## src/shared/tpu_pkg.sv

```systemverilog
// Constants for the prescaled 16-bit timer channel.
// Assumes one clock domain; the register port is word addressed with 16-bit data.
`default_nettype none

package tpu_pkg;
	// ----------------------------------------
	// Register offsets
	// ----------------------------------------
	localparam logic [3:0] OFF_CTRL = 4'h0;
	localparam logic [3:0] OFF_MODE = 4'h1;
	localparam logic [3:0] OFF_PERIOD = 4'h2;
	localparam logic [3:0] OFF_COUNT = 4'h3;
	localparam logic [3:0] OFF_STATUS = 4'h4;

	// ----------------------------------------
	// Field positions
	// ----------------------------------------
	localparam int CTRL_RUN_BIT = 0;
	localparam int CTRL_PCLK_BIT = 1;
	localparam int CTRL_PSRC_LSB = 2;
	localparam int CTRL_GEAR_LSB = 4;
	localparam int CTRL_TPEN_BIT = 6;
	localparam int MODE_CSEL_LSB = 0;
	localparam int MODE_MCE_BIT = 2;
	localparam int STAT_MATCH_BIT = 0;
	localparam int STAT_RUN_BIT = 1;
	localparam int STAT_TPEN_BIT = 2;

	// ----------------------------------------
	// Reset values
	// ----------------------------------------
	localparam logic [15:0] CTRL_RST = 16'h0000;
	localparam logic [15:0] MODE_RST = 16'h0000;
	localparam logic [15:0] PERIOD_RST = 16'hffff;

	// ----------------------------------------
	// Encodings and counter constants
	// ----------------------------------------
	localparam logic [1:0] PSRC_DIV16 = 2'h0;
	localparam logic [1:0] PSRC_DIV8 = 2'h1;
	localparam logic [1:0] PSRC_DIV4 = 2'h2;
	localparam logic [1:0] CSEL_EXT = 2'h0;
	localparam logic [1:0] CSEL_TAP1 = 2'h1;
	localparam logic [1:0] CSEL_TAP4 = 2'h2;
	localparam logic [1:0] CSEL_TAP16 = 2'h3;
	localparam logic [15:0] CNT_CLEAR = 16'h0000;
	localparam logic [15:0] CNT_MAX = 16'hffff;
	localparam logic [15:0] TP_PRELOAD = 16'h7fff;
	localparam logic [15:0] TP_OVF_LOAD = 16'h0000;
	localparam logic [15:0] TP_UDF_LOAD = 16'hffff;
endpackage

`default_nettype wire

```

## src/tpu_timer.sv

```systemverilog
// Prescaler, clock selection and 16-bit up or up/down counter of one timer channel.
// Assumes clk is the base clock, a register master on the same clock, and
// asynchronous external clock and phase pins.
//
// Overview of operation
// - Five-bit prescaler divides the selected source
// - Source is peripheral clock over 16, 8, 4
// - Peripheral clock is geared or base clock
// - Run one starts prescaler, zero clears it
// - Sixteen-bit counter clocked by selected source
// - Select three taps or the external pin
// - Run starts counter, stop clears it
// - Clear to zero on reaching the period
// - Mode bit enables clear on match
// - Without clear, counter runs free and wraps
// - Overflow past maximum without a period-match clear raises overflow interrupt
// - Two-phase enable gives up/down, preloads 7fff
// - Two-phase overflow loads zero
// - Two-phase underflow loads ffff
// - Outside two-phase, counting is upward only
// - Match flagged while counter equals period
// - Two-phase bit zero normal, one up/down
`default_nettype none

module tpu_timer #(
	parameter int PRE_W = 5,
	parameter int CNT_W = 16
) (
	input wire logic clk,
	input wire logic rst_n,
	input wire logic [3:0] reg_addr,
	input wire logic [15:0] reg_wdata,
	input wire logic reg_wr,
	input wire logic reg_rd,
	output logic [15:0] reg_rdata,
	input wire logic ext_clock_in,
	input wire logic phase_b_in,
	output logic overflow_irq,
	output logic match_out,
	output logic [15:0] count_out
);

	// ----------------------------------------
	// Elaboration checks
	// ----------------------------------------
	// Taps need four prescaler bits; the register map is fixed at 16 bits
	if (PRE_W < 5) begin : g_pre_chk
		$error("PRE_W must be at least 5");
	end
	if (CNT_W != 16) begin : g_cnt_chk
		$error("CNT_W must be 16");
	end

	// ----------------------------------------
	// Registers
	// ----------------------------------------
	logic [15:0] ctrl_r;
	logic [15:0] mode_r;
	logic [15:0] period_r;
	logic [15:0] cnt_r;
	logic [15:0] cnt_nxt;
	logic [15:0] rdata_r;
	logic [15:0] rdata_nxt;
	logic ovf_r;
	logic ovf_nxt;
	logic match_r;
	logic [2:0] gear_r;
	logic [3:0] src_div_r;
	logic [PRE_W-1:0] pre_r;
	logic ext_s1_r;
	logic ext_s2_r;
	logic ext_d_r;
	logic phb_s1_r;
	logic phb_s2_r;
	logic phb_d_r;
	logic tp_arm_r;

	// ----------------------------------------
	// Register decode
	// ----------------------------------------
	wire wr_ctrl = reg_wr && (reg_addr == tpu_pkg::OFF_CTRL);
	wire wr_mode = reg_wr && (reg_addr == tpu_pkg::OFF_MODE);
	wire wr_period = reg_wr && (reg_addr == tpu_pkg::OFF_PERIOD);
	wire run = ctrl_r[tpu_pkg::CTRL_RUN_BIT];
	wire pclk_sel = ctrl_r[tpu_pkg::CTRL_PCLK_BIT];
	wire [1:0] psrc_sel = ctrl_r[tpu_pkg::CTRL_PSRC_LSB +: 2];
	wire [1:0] gear_sel = ctrl_r[tpu_pkg::CTRL_GEAR_LSB +: 2];
	wire tp_en = ctrl_r[tpu_pkg::CTRL_TPEN_BIT];
	wire [1:0] csel = mode_r[tpu_pkg::MODE_CSEL_LSB +: 2];
	wire mce = mode_r[tpu_pkg::MODE_MCE_BIT];

	// Software registers; unused bits are not stored and read back as zero
	always_ff @(posedge clk) begin
		if (!rst_n) begin
			ctrl_r <= tpu_pkg::CTRL_RST;
			mode_r <= tpu_pkg::MODE_RST;
			period_r <= tpu_pkg::PERIOD_RST;
		end else begin
			if (wr_ctrl) ctrl_r <= {9'h000, reg_wdata[6:0]};
			if (wr_mode) mode_r <= {13'h0000, reg_wdata[2:0]};
			if (wr_period) period_r <= reg_wdata;
		end
	end

	// ----------------------------------------
	// Clock gearing and peripheral clock
	// ----------------------------------------
	// Gear divides the base clock by 1, 2, 4 or 8 as a free-running tick
	wire gear_tick = (gear_sel == 2'h0) ? 1'b1 :
		(gear_sel == 2'h1) ? (gear_r[0] == 1'b1) :
		(gear_sel == 2'h2) ? (gear_r[1:0] == 2'h3) : (gear_r == 3'h7);
	// Geared clock when select is 0, base clock when 1
	wire periph_tick = pclk_sel ? 1'b1 : gear_tick;

	always_ff @(posedge clk) begin
		if (!rst_n) gear_r <= 3'h0;
		else gear_r <= gear_r + 3'h1;
	end

	// ----------------------------------------
	// Prescaler source divider
	// ----------------------------------------
	// Code 11 is undefined; it falls back to the slowest ratio
	wire src_tick = periph_tick && ((psrc_sel == tpu_pkg::PSRC_DIV4) ? (src_div_r[1:0] == 2'h3) :
		(psrc_sel == tpu_pkg::PSRC_DIV8) ? (src_div_r[2:0] == 3'h7) : (src_div_r == 4'hf));

	// Cleared with the prescaler so the first tap edge after start is a full period
	always_ff @(posedge clk) begin
		if (!rst_n) src_div_r <= 4'h0;
		else if (!run) src_div_r <= 4'h0;
		else if (periph_tick) src_div_r <= src_div_r + 4'h1;
	end

	// ----------------------------------------
	// Five-bit prescaler and taps
	// ----------------------------------------
	always_ff @(posedge clk) begin
		if (!rst_n) pre_r <= '0;
		else if (!run) pre_r <= '0;
		else if (src_tick) pre_r <= pre_r + PRE_W'(1);
	end

	// Taps at 1, 4 and 16 input periods, taken as carries out of the low bits
	wire tap_div1 = src_tick;
	wire tap_div4 = src_tick && (pre_r[1:0] == 2'h3);
	wire tap_div16 = src_tick && (pre_r[3:0] == 4'hf);

	// Assertion helper: fast-tap strobes counted modulo 16 since start, an
	// independent reference for the slower taps rather than a copy of their decode
	logic [3:0] t1_cnt_r;
	always_ff @(posedge clk) begin
		if (!rst_n) t1_cnt_r <= 4'h0;
		else if (!run) t1_cnt_r <= 4'h0;
		else if (tap_div1) t1_cnt_r <= t1_cnt_r + 4'h1;
	end

	// ----------------------------------------
	// Pin synchronisers
	// ----------------------------------------
	// Two flops against metastability, a third only for edge detection
	always_ff @(posedge clk) begin
		if (!rst_n) begin
			ext_s1_r <= 1'b0;
			ext_s2_r <= 1'b0;
			ext_d_r <= 1'b0;
			phb_s1_r <= 1'b0;
			phb_s2_r <= 1'b0;
			phb_d_r <= 1'b0;
		end else begin
			ext_s1_r <= ext_clock_in;
			ext_s2_r <= ext_s1_r;
			ext_d_r <= ext_s2_r;
			phb_s1_r <= phase_b_in;
			phb_s2_r <= phb_s1_r;
			phb_d_r <= phb_s2_r;
		end
	end

	// One count per external rising edge; pulses must be wider than two clocks
	wire ext_rise = ext_s2_r && !ext_d_r;

	// ----------------------------------------
	// Count clock selection
	// ----------------------------------------
	wire sel_tick = (csel == tpu_pkg::CSEL_EXT) ? ext_rise :
		(csel == tpu_pkg::CSEL_TAP1) ? tap_div1 :
		(csel == tpu_pkg::CSEL_TAP4) ? tap_div4 : tap_div16;
	wire cnt_tick = run && !tp_en && sel_tick;

	// ----------------------------------------
	// Two-phase decoding
	// ----------------------------------------
	// Phase A shares the external clock pin; A leading B counts up.
	// A step where both phases move at once is ambiguous and is dropped.
	wire a_chg = ext_s2_r ^ ext_d_r;
	wire b_chg = phb_s2_r ^ phb_d_r;
	wire one_chg = a_chg ^ b_chg;
	wire qd_up = run && tp_en && one_chg && (ext_s2_r ^ phb_d_r);
	wire qd_dn = run && tp_en && one_chg && !(ext_s2_r ^ phb_d_r);
	// Preload once as two-phase counting becomes active
	wire tp_load = run && tp_en && !tp_arm_r;

	always_ff @(posedge clk) begin
		if (!rst_n) tp_arm_r <= 1'b0;
		else tp_arm_r <= run && tp_en;
	end

	// ----------------------------------------
	// Counter next state
	// ----------------------------------------
	// Stop-and-clear beats everything; preload beats a coincident phase step
	always_comb begin
		cnt_nxt = cnt_r;
		ovf_nxt = 1'b0;
		if (!run) begin
			cnt_nxt = tpu_pkg::CNT_CLEAR;
		end else if (tp_load) begin
			cnt_nxt = tpu_pkg::TP_PRELOAD;
		end else if (qd_up) begin
			if (cnt_r == tpu_pkg::CNT_MAX) begin
				cnt_nxt = tpu_pkg::TP_OVF_LOAD;
				ovf_nxt = 1'b1;
			end else begin
				cnt_nxt = cnt_r + 16'h0001;
			end
		end else if (qd_dn) begin
			if (cnt_r == tpu_pkg::CNT_CLEAR) cnt_nxt = tpu_pkg::TP_UDF_LOAD;
			else cnt_nxt = cnt_r - 16'h0001;
		end else if (cnt_tick) begin
			if (mce && (cnt_r == period_r)) begin
				cnt_nxt = tpu_pkg::CNT_CLEAR;
			end else if (cnt_r == tpu_pkg::CNT_MAX) begin
				cnt_nxt = tpu_pkg::CNT_CLEAR;
				ovf_nxt = 1'b1;
			end else begin
				cnt_nxt = cnt_r + 16'h0001;
			end
		end
	end

	// Counter, overflow pulse and match level
	always_ff @(posedge clk) begin
		if (!rst_n) begin
			cnt_r <= tpu_pkg::CNT_CLEAR;
			ovf_r <= 1'b0;
			match_r <= 1'b0;
		end else begin
			cnt_r <= cnt_nxt;
			ovf_r <= ovf_nxt;
			match_r <= (cnt_nxt == period_r);
		end
	end

	// ----------------------------------------
	// Register read
	// ----------------------------------------
	// Data stand for exactly one cycle after the strobe; unmapped reads give zero
	wire [15:0] stat_word = {13'h0000, tp_en, run, match_r};
	always_comb begin
		rdata_nxt = 16'h0000;
		if (reg_rd) begin
			case (reg_addr)
				tpu_pkg::OFF_CTRL: rdata_nxt = ctrl_r;
				tpu_pkg::OFF_MODE: rdata_nxt = mode_r;
				tpu_pkg::OFF_PERIOD: rdata_nxt = period_r;
				tpu_pkg::OFF_COUNT: rdata_nxt = cnt_r;
				tpu_pkg::OFF_STATUS: rdata_nxt = stat_word;
				default: rdata_nxt = 16'h0000;
			endcase
		end
	end

	always_ff @(posedge clk) begin
		if (!rst_n) rdata_r <= 16'h0000;
		else rdata_r <= rdata_nxt;
	end

	assign reg_rdata = rdata_r;
	assign overflow_irq = ovf_r;
	assign match_out = match_r;
	assign count_out = cnt_r;
endmodule

`default_nettype wire

```

## config.mk

```make
export PLATFORM = sky130hd
export DESIGN_NAME = tpu_timer
export DESIGN_NICKNAME = d
export VERILOG_FILES = /design/src/shared/tpu_pkg.sv /design/src/tpu_timer.sv
export SDC_FILE = /design/constraint.sdc
export NUM_CORES = 1
export LEC_CHECK = 0
export BUFFER_PORTS_ARGS = -buffer_cell sky130_fd_sc_hd__buf_2
export CAP_MARGIN = 20
export CORE_MARGIN = 1.5
export CORE_UTILIZATION = 50
export DETAILED_ROUTE_END_ITERATION = 8
export PLACE_DENSITY = 0.7
export RECOVER_POWER = 100
export SKIP_LAST_GASP = 1
export SLEW_MARGIN = 20
export SYNTH_ARGS = -nofsm -noshare
export SYNTH_HDL_FRONTEND = slang
export SYNTH_SLANG_ARGS = --single-unit
```

## constraint.sdc

```tcl
create_clock -name clk -period 5.6 [get_ports clk]
set_input_delay 1.4 -clock clk [delete_from_list [all_inputs] [get_ports clk]]
set_output_delay 1.4 -clock clk [all_outputs]
set_load 0.01 [all_outputs]
```

==> metrics.txt, run 1 <==
status=completed; Max Freq=about 260 MHz; final wirelength=between 15000 and 20000 um; die height=a little over 100 um; worst slew pin tran=~1500 ps; clock root buffer=clkbuf_8; Final period util=between 60% and 70%; initial antenna violation count=0; Setup CP Type=flop to flop; final setup vio count=0; fin nets=between 600 and 700; cell accounting for the most synthesized area=dfxtp_1; Distinct cells, synth=just under 70; Synth Flop Type=dfxtp_1; H-Tree Depth=3; CTS buffer count=9; Antenna Cells=0; post-CTS setup buffers=0; Clock Latency Late Sink=between 300 and 400 ps; drt first pass iters=6; Setup Skew=a little under 20 ps; CTS tree=done; VDD IR max=0.000211 V; Final Critical Period=between 3000 and 4000 ps; Layout Area Growth over Synthesis=8.71%; critical path launch point type=flop; Post-Synthesis Mean Instance Area=8.10 um^2; first-pass GRT wire length=roughly 25000 um; CTS clk-pin slew, worst paths=100 ps; Max clock buf depth=2; Clk network pwr share=a little under 40%; CP endpoint=match_out$_SDFF_PN0_; vias in the first global route=4568; GPL Wtd Cong=0.998; internal power=~0.00075 W; worst min path class=flop to flop; GRT Total Usage=between 30% and 40%; maxcap violations=0; leak pwr=approximately 2.0 nW; sw frac=a little over a quarter; Avg Vias per Cell=~6.3; Fin Setup TNS=0 ps; Area after DPL=about 0.005 mm^2; Seq/Total Area, Yosys=32.2%; R2R cell count=11; Critical Path RT=5870 ps; most frequent cell after synthesis=dfxtp_1; Post-Syn Nets=633; Cell Area, Synth=0.00484 mm^2; NetSw=0.000283 W; number of synthesized flops with an enable pin=0; Die Wd=between 100 and 150 um; CP max FO=13; Flop pwr share=55.1%; r2r setup slk=approximately 1800 ps; Die ar.=between 0.01 and 0.015 mm^2; Wirelength per Cell=~21 um; Slew Limit Fails=0; antenna-violating nets left=0; num ports=60; Worst Setup SP=count_out[7]$_SDFF_PN0_; DRC=0; share of cells above drive strength 1=10.7%; headroom to the max-slew limit=roughly 2.3%; Finished Cell Area=roughly 0.0053 mm^2; DR iter-0 viols=a little under 600; commonest cells in the netlist=dfxtp_1 (78), nand2_1 (59), nor2_1 (57), clkbuf_1 (34), a21oi_1 (32); DP HPWL=11600 um; critical path data arrival time=roughly 4100 ps; Yosys reg bits=between 70 and 80; clock tree sinks=78; via count=about 4800; Overflow after GRT=0; core area=around 0.0093 mm^2; crit end category=flop; unrepaired setup endpoints after global routing=false; Synth top area share=between 30% and 40%; IO buf count=approximately 60; Rows=35; end of the worst register-to-register path=match_out$_SDFF_PN0_; largest net degree at the start of global routing=40; final hold viol count=0; post-cts sizing count=0; Power per Cell Area=197 mW/mm^2; Hold Buf Count CTS=0; top cells by area, synth=dfxtp_1 (32%), nand2_1 (4.6%), mux2i_1 (4.5%); Yosys warning count=0; Async S/R FF share, synth=0%; Post-Synthesis Cells=~600; Initial Util=a little over 50%; combinational group share of total power=about 5.5%; launching point of the worst reg2reg path=count_out[7]$_SDFF_PN0_
[worst max-delay path, cell delays in order, from the launching register on]
cell,delay [ps]
dfxtp_1,320
clkbuf_1,720
nand4_1,300
nor3_1,510
and3_1,350
o21ai_0,100
a22o_1,220
a31oi_1,220
mux2_2,360
a311oi_1,260
nand4_1,130
a211oi_1,210
[power groups by stage]
stage / Combinational [W] / Clock (W) / Sequential, W
after detailed placement: 0.0000574 / 0 / 0.000584
final: 0.0000574 / 0.000408 / 0.000571
after CTS: 0.0000577 / 0.000414 / 0.000571
after global placement: 0.0000567 / 0 / 0.000584
after global routing: 0.0000634 / 0.000433 / 0.000573
after floorplan: 0.0000395 / 0 / 0.000580
[metal layers]
metal / wire length [um] / track usage, %
met1: 6580 / 42.1
met2: 7010 / 50.7
met3: 1330 / 4.69
met4: 792 / 16.6
met5: 0 / 0
[stage by stage]
step / setup slack (ps) / total power [W] / util, % / hold slack (ps) / instances
2_1_floorplan: 2510 / 0.000619 / - / 412 / 598
3_3_place_gp: 1990 / 0.000640 / 55.1 / 417 / 746
3_5_place_dp: 1950 / 0.000641 / 55.1 / 421 / 746
4_1_cts: 1930 / 0.00104 / 57.1 / 444 / 762
5_1_grt: 1520 / 0.00107 / 56.4 / 467 / 762
6_report: 1800 / 0.00104 / 56.4 / 444 / 762
[state kept, by name, summed over array words and instances, names as in the netlist]
name / flops
pre_r: 4
tp_arm_r: 1
count_out: 16
reg_rdata: 16
phb_s1_r: 1
ctrl_r: 7
period_r: 16
ext_s1_r: 1
mode_r: 3
ext_d_r: 1
match_out: 1
gear_r: 3
ext_s2_r: 1
overflow_irq: 1
src_div_r: 4
phb_s2_r: 1
phb_d_r: 1
[cell usage in the layout, fill, tap and decap left out, types with 3 or more instances in the layout]
cell / n
a311oi_1: 3
nand3_1: 26
ha_1: 9
nor2_1: 57
a31oi_1: 3
clkbuf_1: 37
mux2i_1: 22
a22oi_1: 14
o31ai_1: 3
nand4_1: 13
a221o_1: 3
nand2b_1: 3
nor4_1: 5
clkbuf_8: 9
o21ai_0: 21
and2_1: 6
xnor2_1: 24
or3_1: 9
nor3_1: 16
nand2_1: 59
a21oi_1: 32
o22ai_1: 4
inv_1: 16
and2_0: 7
o211ai_1: 8
o221ai_1: 6
a211oi_1: 8
buf_2: 25
nand4b_1: 4
dfxtp_1: 78
xor2_1: 12
and3_1: 11
nor2b_1: 19
mux2_2: 5
buf_4: 4
[cell type report]
type | instances | area (um^2)
Sequential cell | 78 | 1560
Fill cell | 884 | 4060
Inverter | 17 | 63.8
Multi-Input combinational cell | 456 | 3000
Clock buffer | 9 | 124
Tap cell | 129 | 161
Timing Repair Buffer | 66 | 294
Clock inverter | 7 | 57.6
[cells by family after synthesis]
family / share of synthesized area, %
simple gates: 27.4
flops: 32.2
fa+ha+maj: 2.33
mux: 6.02
compound gates: 19.4
buf+inv: 5.76
xor+xnor: 6.85
[how the worst min path moves through the flow]
| stage | from | endpoint | slack, ps | depth (start not counted) |
|---|---|---|---|---|
| after global placement | ext_s1_r$_SDFF_PN0_ | ext_s2_r$_SDFF_PN0_ | 420 | 1 |
| after floorplan | ext_s1_r$_SDFF_PN0_ | ext_s2_r$_SDFF_PN0_ | 410 | 1 |
| final | ext_s1_r$_SDFF_PN0_ | ext_s2_r$_SDFF_PN0_ | 440 | 1 |
| after global routing | ext_s1_r$_SDFF_PN0_ | ext_s2_r$_SDFF_PN0_ | 470 | 1 |
| after CTS | ext_s1_r$_SDFF_PN0_ | ext_s2_r$_SDFF_PN0_ | 440 | 1 |
| after detailed placement | ext_s1_r$_SDFF_PN0_ | ext_s2_r$_SDFF_PN0_ | 420 | 1 |
No activity file was read; power rests on OpenSTA's default activity.
==> run 2, diff against run 1 <==
- ABC_AREA: not set -> 1
- clock period: 5.6 -> 3.7 ns (I/O delays scaled with it)
==> run 2 against run 1 <==
  * Critical path depth rose by 8
  * Clock power grew 58%
  * Maximum frequency is 31% higher
  * Combinational power grew 60%
  * Core utilization about the same
  * Worst hold slack lost 13 ps
  * Sequential share of layout area shrank 1.3 points
  * Global-route usage is 1.5 points lower
  * Sequential power up 51%
  * First-iteration DRC count is 44% lower
  * Register-to-register slack lost 1000 ps
==> metrics.txt, run 2 <==
Slew Limit Fails=0 (unchanged); IO buf count=59 (unchanged); Synth Flop Type=dfxtp_1; Post-Synthesis Mean Instance Area=6.29 um^2 (-22%); Clock Latency Late Sink=360 ps (about the same); CTS buffer count=9 (unchanged); most common cell after layout, fill and taps aside=nand2_1; Die ar.=0.0107 mm^2 (+4.1%); critical path launch point type=flop; most frequent cell after synthesis=nand2_1; Setup CP Type=flop to flop; final hold viol count=0 (unchanged); Seq/Total Area, Yosys=30.9% (-1.3 points); crit-path cells=clkbuf_1, inv_1, nand2_1, nand2_1, nor2_1, nand2_1, nor2_1, nand3_4, nand2_1, inv_1, nand2_1, nand2_1, nand2_1, nand2_1, nand3_1, nand2_1, nor2_1, nand3_1, nor2_1; fin nets=885 (+33%); leak pwr=2.66 nW (+33%); final wirelength=15800 um (+0.47%); largest net degree at the start of global routing=33 (-18%); overall power=0.00160 W (+54%); Synth top area share=30.9% (-1.3 points); commonest cells in the netlist=nand2_1 (219), nor2_1 (118), inv_1 (99), dfxtp_1 (78), nand3_1 (50); headroom to the max-slew limit=37.7% (+35 points); GRT Total Usage=30.4% (-1.5 points); DRC=0 (unchanged); crit end category=flop; post-cts sizing count=0 (unchanged); Max Freq=344 MHz (+31%); Yosys reg bits=78 (unchanged); cell accounting for the most synthesized area=dfxtp_1; Initial Util=51.7% (-0.26 points); vias in the first global route=4898 (+7.2%); Layout Area Growth over Synthesis=9.22%; R2R cell count=19 (+8); share of cells above drive strength 1=10.1% (-0.68 points); Max clock buf depth=2 (unchanged); Overflow after GRT=0 (unchanged); initial antenna violation count=0 (unchanged); num ports=60 (unchanged); Critical Path RT=4000 ps (-1870 ps); drt first pass iters=5 (-1); CP max stage delay=490 ps (-230 ps); Fin Setup TNS=0 ps (unchanged); most frequent CP cell=nand2_1; Post-Synthesis Cells=803 (+34%); Distinct cells, synth=38 (-44%); unrepaired setup endpoints after global routing=false; clock tree sinks=78 (unchanged); CTS tree=done; Avg Vias per Cell=5.42 (-13%); Rows=36 (+2.9%); number of synthesized flops with an enable pin=0 (unchanged); r2r setup slk=800 ps (-1010 ps); most frequent cells in the layout=nand2_1 (222), nor2_1 (119), inv_1 (100); Hold Buf Count CTS=0 (unchanged); worst min path class=flop to flop; core area=0.00977 mm^2 (+4.8%); Antenna Cells=0 (unchanged); Async S/R FF share, synth=0% (unchanged); slowest stage cell, crit path=clkbuf_1; Die Wd=103 um (+2.0%); hold-critical path depth=2 (+1); WP buf/inv=3 (+2); status=completed; DP HPWL=11800 um (+1.7%); maxcap violations=0 (unchanged); Hold WS=431 ps (-12.5 ps); VDD IR max=0.000199 V (-6.1%); antenna-violating nets left=0 (unchanged); DR iter-0 viols=330 (-44%); CP max FO=10 (-3); Wirelength per Cell=16.0 um (-23%); clock root buffer=clkbuf_8; Final Critical Period=2900 ps (-893 ps); critical path data arrival time=3200 ps (-870 ps); Final period util=78.5% (+11 points); H-Tree Depth=3 (unchanged); die height=103 um (+2.0%); first-pass GRT wire length=24600 um (-1.4%); GPL Wtd Cong=1.02 (+1.9%); delay-heaviest family, CP=simple AND/OR/NAND/NOR gates; Cell Area, Synth=0.00505 mm^2 (+4.3%); Post-Syn Nets=838 (+32%); Yosys warning count=0 (unchanged); via count=5355 (+12%); Power per Cell Area=289 mW/mm^2 (+47%); top cells by area, synth=dfxtp_1 (31%), nand2_1 (16%), nor2_1 (8.8%); CTS clk-pin slew, worst paths=90 ps (about the same); post-CTS setup buffers=0 (unchanged); Setup Skew=12.3 ps (-7.44 ps); worst slew pin tran=934 ps (-531 ps); CP Depth=19 (+8); final setup vio count=0 (unchanged)
[run 2: changes by cell type in the layout (fill, tap and decap cells not counted), moves of 16 or more]
cell     before  now
nand3_1      26   50
nor2_1       57  119
xnor2_1      24    3
nor2b_1      19    0
mux2i_1      22    0
a21oi_1      32   48
nand2_1      59  222
inv_1        16  100
[run 2: path summary, 6_finish.rpt]
path | to | startpoint
max | match_out$_SDFF_PN0_ | count_out[12]$_SDFF_PN0_
min | ext_s2_r$_SDFF_PN0_ | ext_s1_r$_SDFF_PN0_
max reg2reg | match_out$_SDFF_PN0_ | count_out[12]$_SDFF_PN0_
min reg2reg | ext_s2_r$_SDFF_PN0_ | ext_s1_r$_SDFF_PN0_
[run 2: worst register-to-register path, stage by stage (launching register included)]
cell and delay [ps]:
dfxtp_1 320, clkbuf_1 490, inv_1 280, nand2_1 120, nand2_1 60, nor2_1 120
nand2_1 70, nor2_1 160, nand3_4 160, nand2_1 260, inv_1 110, nand2_1 70
nand2_1 50, nand2_1 60, nand2_1 90, nand3_1 90, nand2_1 60, nor2_1 120
nand3_1 90, nor2_1 90
[run 2: logic make-up (layout without fill, tap and decap cells)]
logic type	count (synthesis)	after routing	share of synthesized area, %
AND/OR/NAND/NOR	440	440	38.7
buffers and inverters	137	189	11.4
AO/OA/AOI/OAI	123	123	13.9
flip-flops	78	78	30.9
XOR/XNOR	16	16	2.92
adder cells (fa/ha/maj)	9	9	2.23
[run 2: where the power goes]
part / total [W] / internal [W] / switching [W]
sequential: 0.000860 / 0.000852 / 0.00000807
clock: 0.000643 / 0.000285 / 0.000358
combinational: 0.0000921 / 0.0000302 / 0.0000618
total: 0.00160 / 0.00117 / 0.000428
[run 2: layout make-up]
type / instances / area, um^2
sequential: 78 / 1560
tap: 133 / 166
inverter: 109 / 410
multi-input combinational: 588 / 2900
clock buffer: 11 / 151
fill: 1011 / 4260
clock inverter: 5 / 41.3
timing repair buffer: 64 / 287
[run 2: stage by stage]
| stage | std cells | utilization, % | worst slack [ps] | instance area, um^2 |
|---|---|---|---|---|
| finish | 988 | 56.4 | 795 | 5510 |
| global route | 988 | 56.4 | 595 | 5510 |
| CTS | 988 | 57.0 | 1170 | 5580 |
| detailed placement | 972 | 55.1 | 828 | 5380 |
| global placement | 972 | 55.1 | 952 | 5380 |
| floorplan | 803 | - | 1460 | 5050 |
[run 2: layer usage]
layer	GRT usage [%]	routed length [um]
met5	0	0
met4	15.2	669
met3	3.97	984
met2	50.9	7440
met1	38.4	6690
==> run 3, diff against run 2 <==
- ABC_AREA: 1 -> 0
- PLACE_DENSITY: 0.7 -> 0.73
- clock period: 3.7 -> 2.5 ns (I/O delays scaled with it)
==> run 3 against run 2 <==
  * Worst hold slack better by 13 ps
  * The run now ends with setup timing left
  * Sequential cell count stayed put
  * Global-route usage is 5.3 points higher
  * Highest routed layer unchanged
  * Clock power is 47% higher
  * Routed wire length is 15% higher
  * Combinational power is 100% higher
==> metrics.txt, run 3 (same netlist as run 1, synthesis figures left out) <==
status=finished, violations left; violated checks=setup timing; Wirelength per Cell=19.5 um (+22%); headroom to the max-slew limit=1.49% (-36 points); CTS tree=done; vias in the first global route=5290 (+8.0%); GRT Total Usage=35.7% (+5.3 points); crit-path cells=inv_2, ha_4, xnor2_4, mux2i_1, buf_4, and2_4, and3_4, nor4_4, a211oi_4, mux2_4, a2111oi_4, nand4_1, a211oi_1; final setup vio count=3 (+3); Max clock buf depth=2 (unchanged); DRC=0 (unchanged); Power per Cell Area=341 mW/mm^2 (+18%); via count=5492 (+2.6%); leak pwr=3.00 nW (+13%); CP max stage delay=340 ps (-150 ps); Critical Path RT=2780 ps (-1220 ps); DR iter-0 viols=412 (+25%); most frequent cells in the layout=buf_4 (168), dfxtp_1 (61), nand2_1 (56); drt first pass iters=5 (unchanged); Rows=35 (-2.8%); unrepaired setup endpoints after global routing=true; worst min path class=flop to flop; Max Freq=348 MHz (+1.1%); fin worst setup slack=-374 ps (-1170 ps); share of cells above drive strength 1=40.5% (+30 points); antenna-violating nets left=0 (unchanged); first-pass GRT wire length=27800 um (+13%); critical path data arrival time=3160 ps (-40 ps); Slew Limit Fails=0 (unchanged); GPL Wtd Cong=0.992 (-2.5%); Fin Setup TNS=-428 ps (-428 ps); clock root buffer=clkbuf_8; CP max FO=6 (-4); Hold WS=444 ps (+13.1 ps); Final Critical Period=2870 ps (-31.2 ps); Overflow after GRT=0 (unchanged); slowest stage cell, crit path=dfxtp_2; FILL cells=707 (-30%); IO buf count=59 (unchanged); maxcap violations=0 (unchanged); Layout Area Growth over Synthesis=45.6%; Final Util=75.6% (+19 points); CTS buffer count=9 (unchanged); Initial Util=51.9% (+0.26 points); Setup Skew=15.0 ps (+2.71 ps); non-filler cells, final=931 (-5.8%); final wirelength=18200 um (+15%); Avg Vias per Cell=5.90 (+8.8%); H-Tree Depth=3 (unchanged); worst slew pin tran=1480 ps (+544 ps); DP HPWL=13800 um (+16%); VDD IR max=0.000439 V (+120%); largest net degree at the start of global routing=39 (+18%); CTS clk-pin slew, worst paths=90 ps (about the same); initial antenna violation count=0 (unchanged); crit end category=flop; Hold Buf Count CTS=0 (unchanged); Antenna Cells=0 (unchanged); final hold viol count=0 (unchanged); core area=0.00933 mm^2 (-4.6%); clock tree sinks=78 (unchanged); Die Wd=101 um (-2.0%); Clock Latency Late Sink=380 ps (+20 ps); critical path launch point type=flop; die height=101 um (-2.0%); most common cell after layout, fill and taps aside=buf_4; num ports=60 (unchanged); fin nets=832 (-6.0%); Die ar.=0.0103 mm^2 (-4.0%); placed cells=897 (-7.7%); Setup CP Type=flop to flop; Final period util=115% (+36 points)
-- run 3: changes by cell type in the layout (fill, tap and decap cells not counted), sizes merged, moves of 14 or more --
| cell | change |
|---|---|
| mux2i | +22 |
| inv | -87 |
| o22ai | -15 |
| xnor2 | +21 |
| a22oi | +14 |
| clkbuf | -16 |
| a21oi | -17 |
| nor2b | +19 |
| nand2 | -173 |
| buf | +185 |
| nor2 | -72 |
| nand3 | -29 |
-- run 3: report_power, final --
part / leakage (nW) / switching [W] / internal, W
Sequential: 0.640 / 0.0000134 / 0.00126
Combinational: 2.26 / 0.0000963 / 0.0000885
Clock: 0.0984 / 0.000560 / 0.000385
-- run 3: through the flow --
step	setup slack, ps	total power [W]	cell area, um^2
after global placement	-574	0.00146	6350
after detailed placement	-578	0.00146	6350
after floorplan	-254	0.00139	4890
after global routing	-517	0.00248	7050
after CTS	-307	0.00239	6870
final	-374	0.00240	7050
-- run 3: worst paths after layout --
kind | start | to | slack, ps | cells after the start
setup / recovery | ext_d_r$_SDFF_PN0_ | match_out$_SDFF_PN0_ | -370 | 13
hold / removal | phb_s1_r$_SDFF_PN0_ | phb_s2_r$_SDFF_PN0_ | 440 | 1
setup reg to reg | ext_d_r$_SDFF_PN0_ | match_out$_SDFF_PN0_ | -370 | 13
hold reg to reg | phb_s1_r$_SDFF_PN0_ | phb_s2_r$_SDFF_PN0_ | 440 | 1
-- run 3: layout make-up --
cell class	instances	area (um^2)	share of cell area (%)
Timing Repair Buffer	235	1630	23.1
Multi-Input combinational cell	456	3420	48.6
Clock buffer	9	124	1.76
Clock inverter	7	62.6	0.888
Sequential cell	78	1590	22.5
Inverter	17	63.8	0.905
Tap cell	129	161	2.29
-- run 3: timing repair --
action                                  in CTS  in global routing
resized for setup                           59                 36
endpoints found under the setup margin       9                  7
gates cloned                                 0                  0
pin swaps                                   27                 15
buffers inserted                            11                  8
hold endpoints to repair                     0                  0
-- run 3: worst max-delay path: cells and delay by family, from the launching register on --
kind                       cells  cell delay [ps]
adders and majority gates      1              230
DFF                            1              340
xor gates and xnor gates       1              190
muxes                          2              590
and+or+nand+nor                4              550
AOI/OAI and AO/OA              3              660
buffers and inverters          2              220
-- run 3: metal layers --
metal | track usage, % | share of wire [%] | vias up
met5 | 0 | 0 | -
met4 | 12.6 | 3.6 | 0
met3 | 5.24 | 7.4 | 57
met2 | 59.2 | 47 | 301
met1 | 47.5 | 42 | 2594
li1 | - | - | 2540
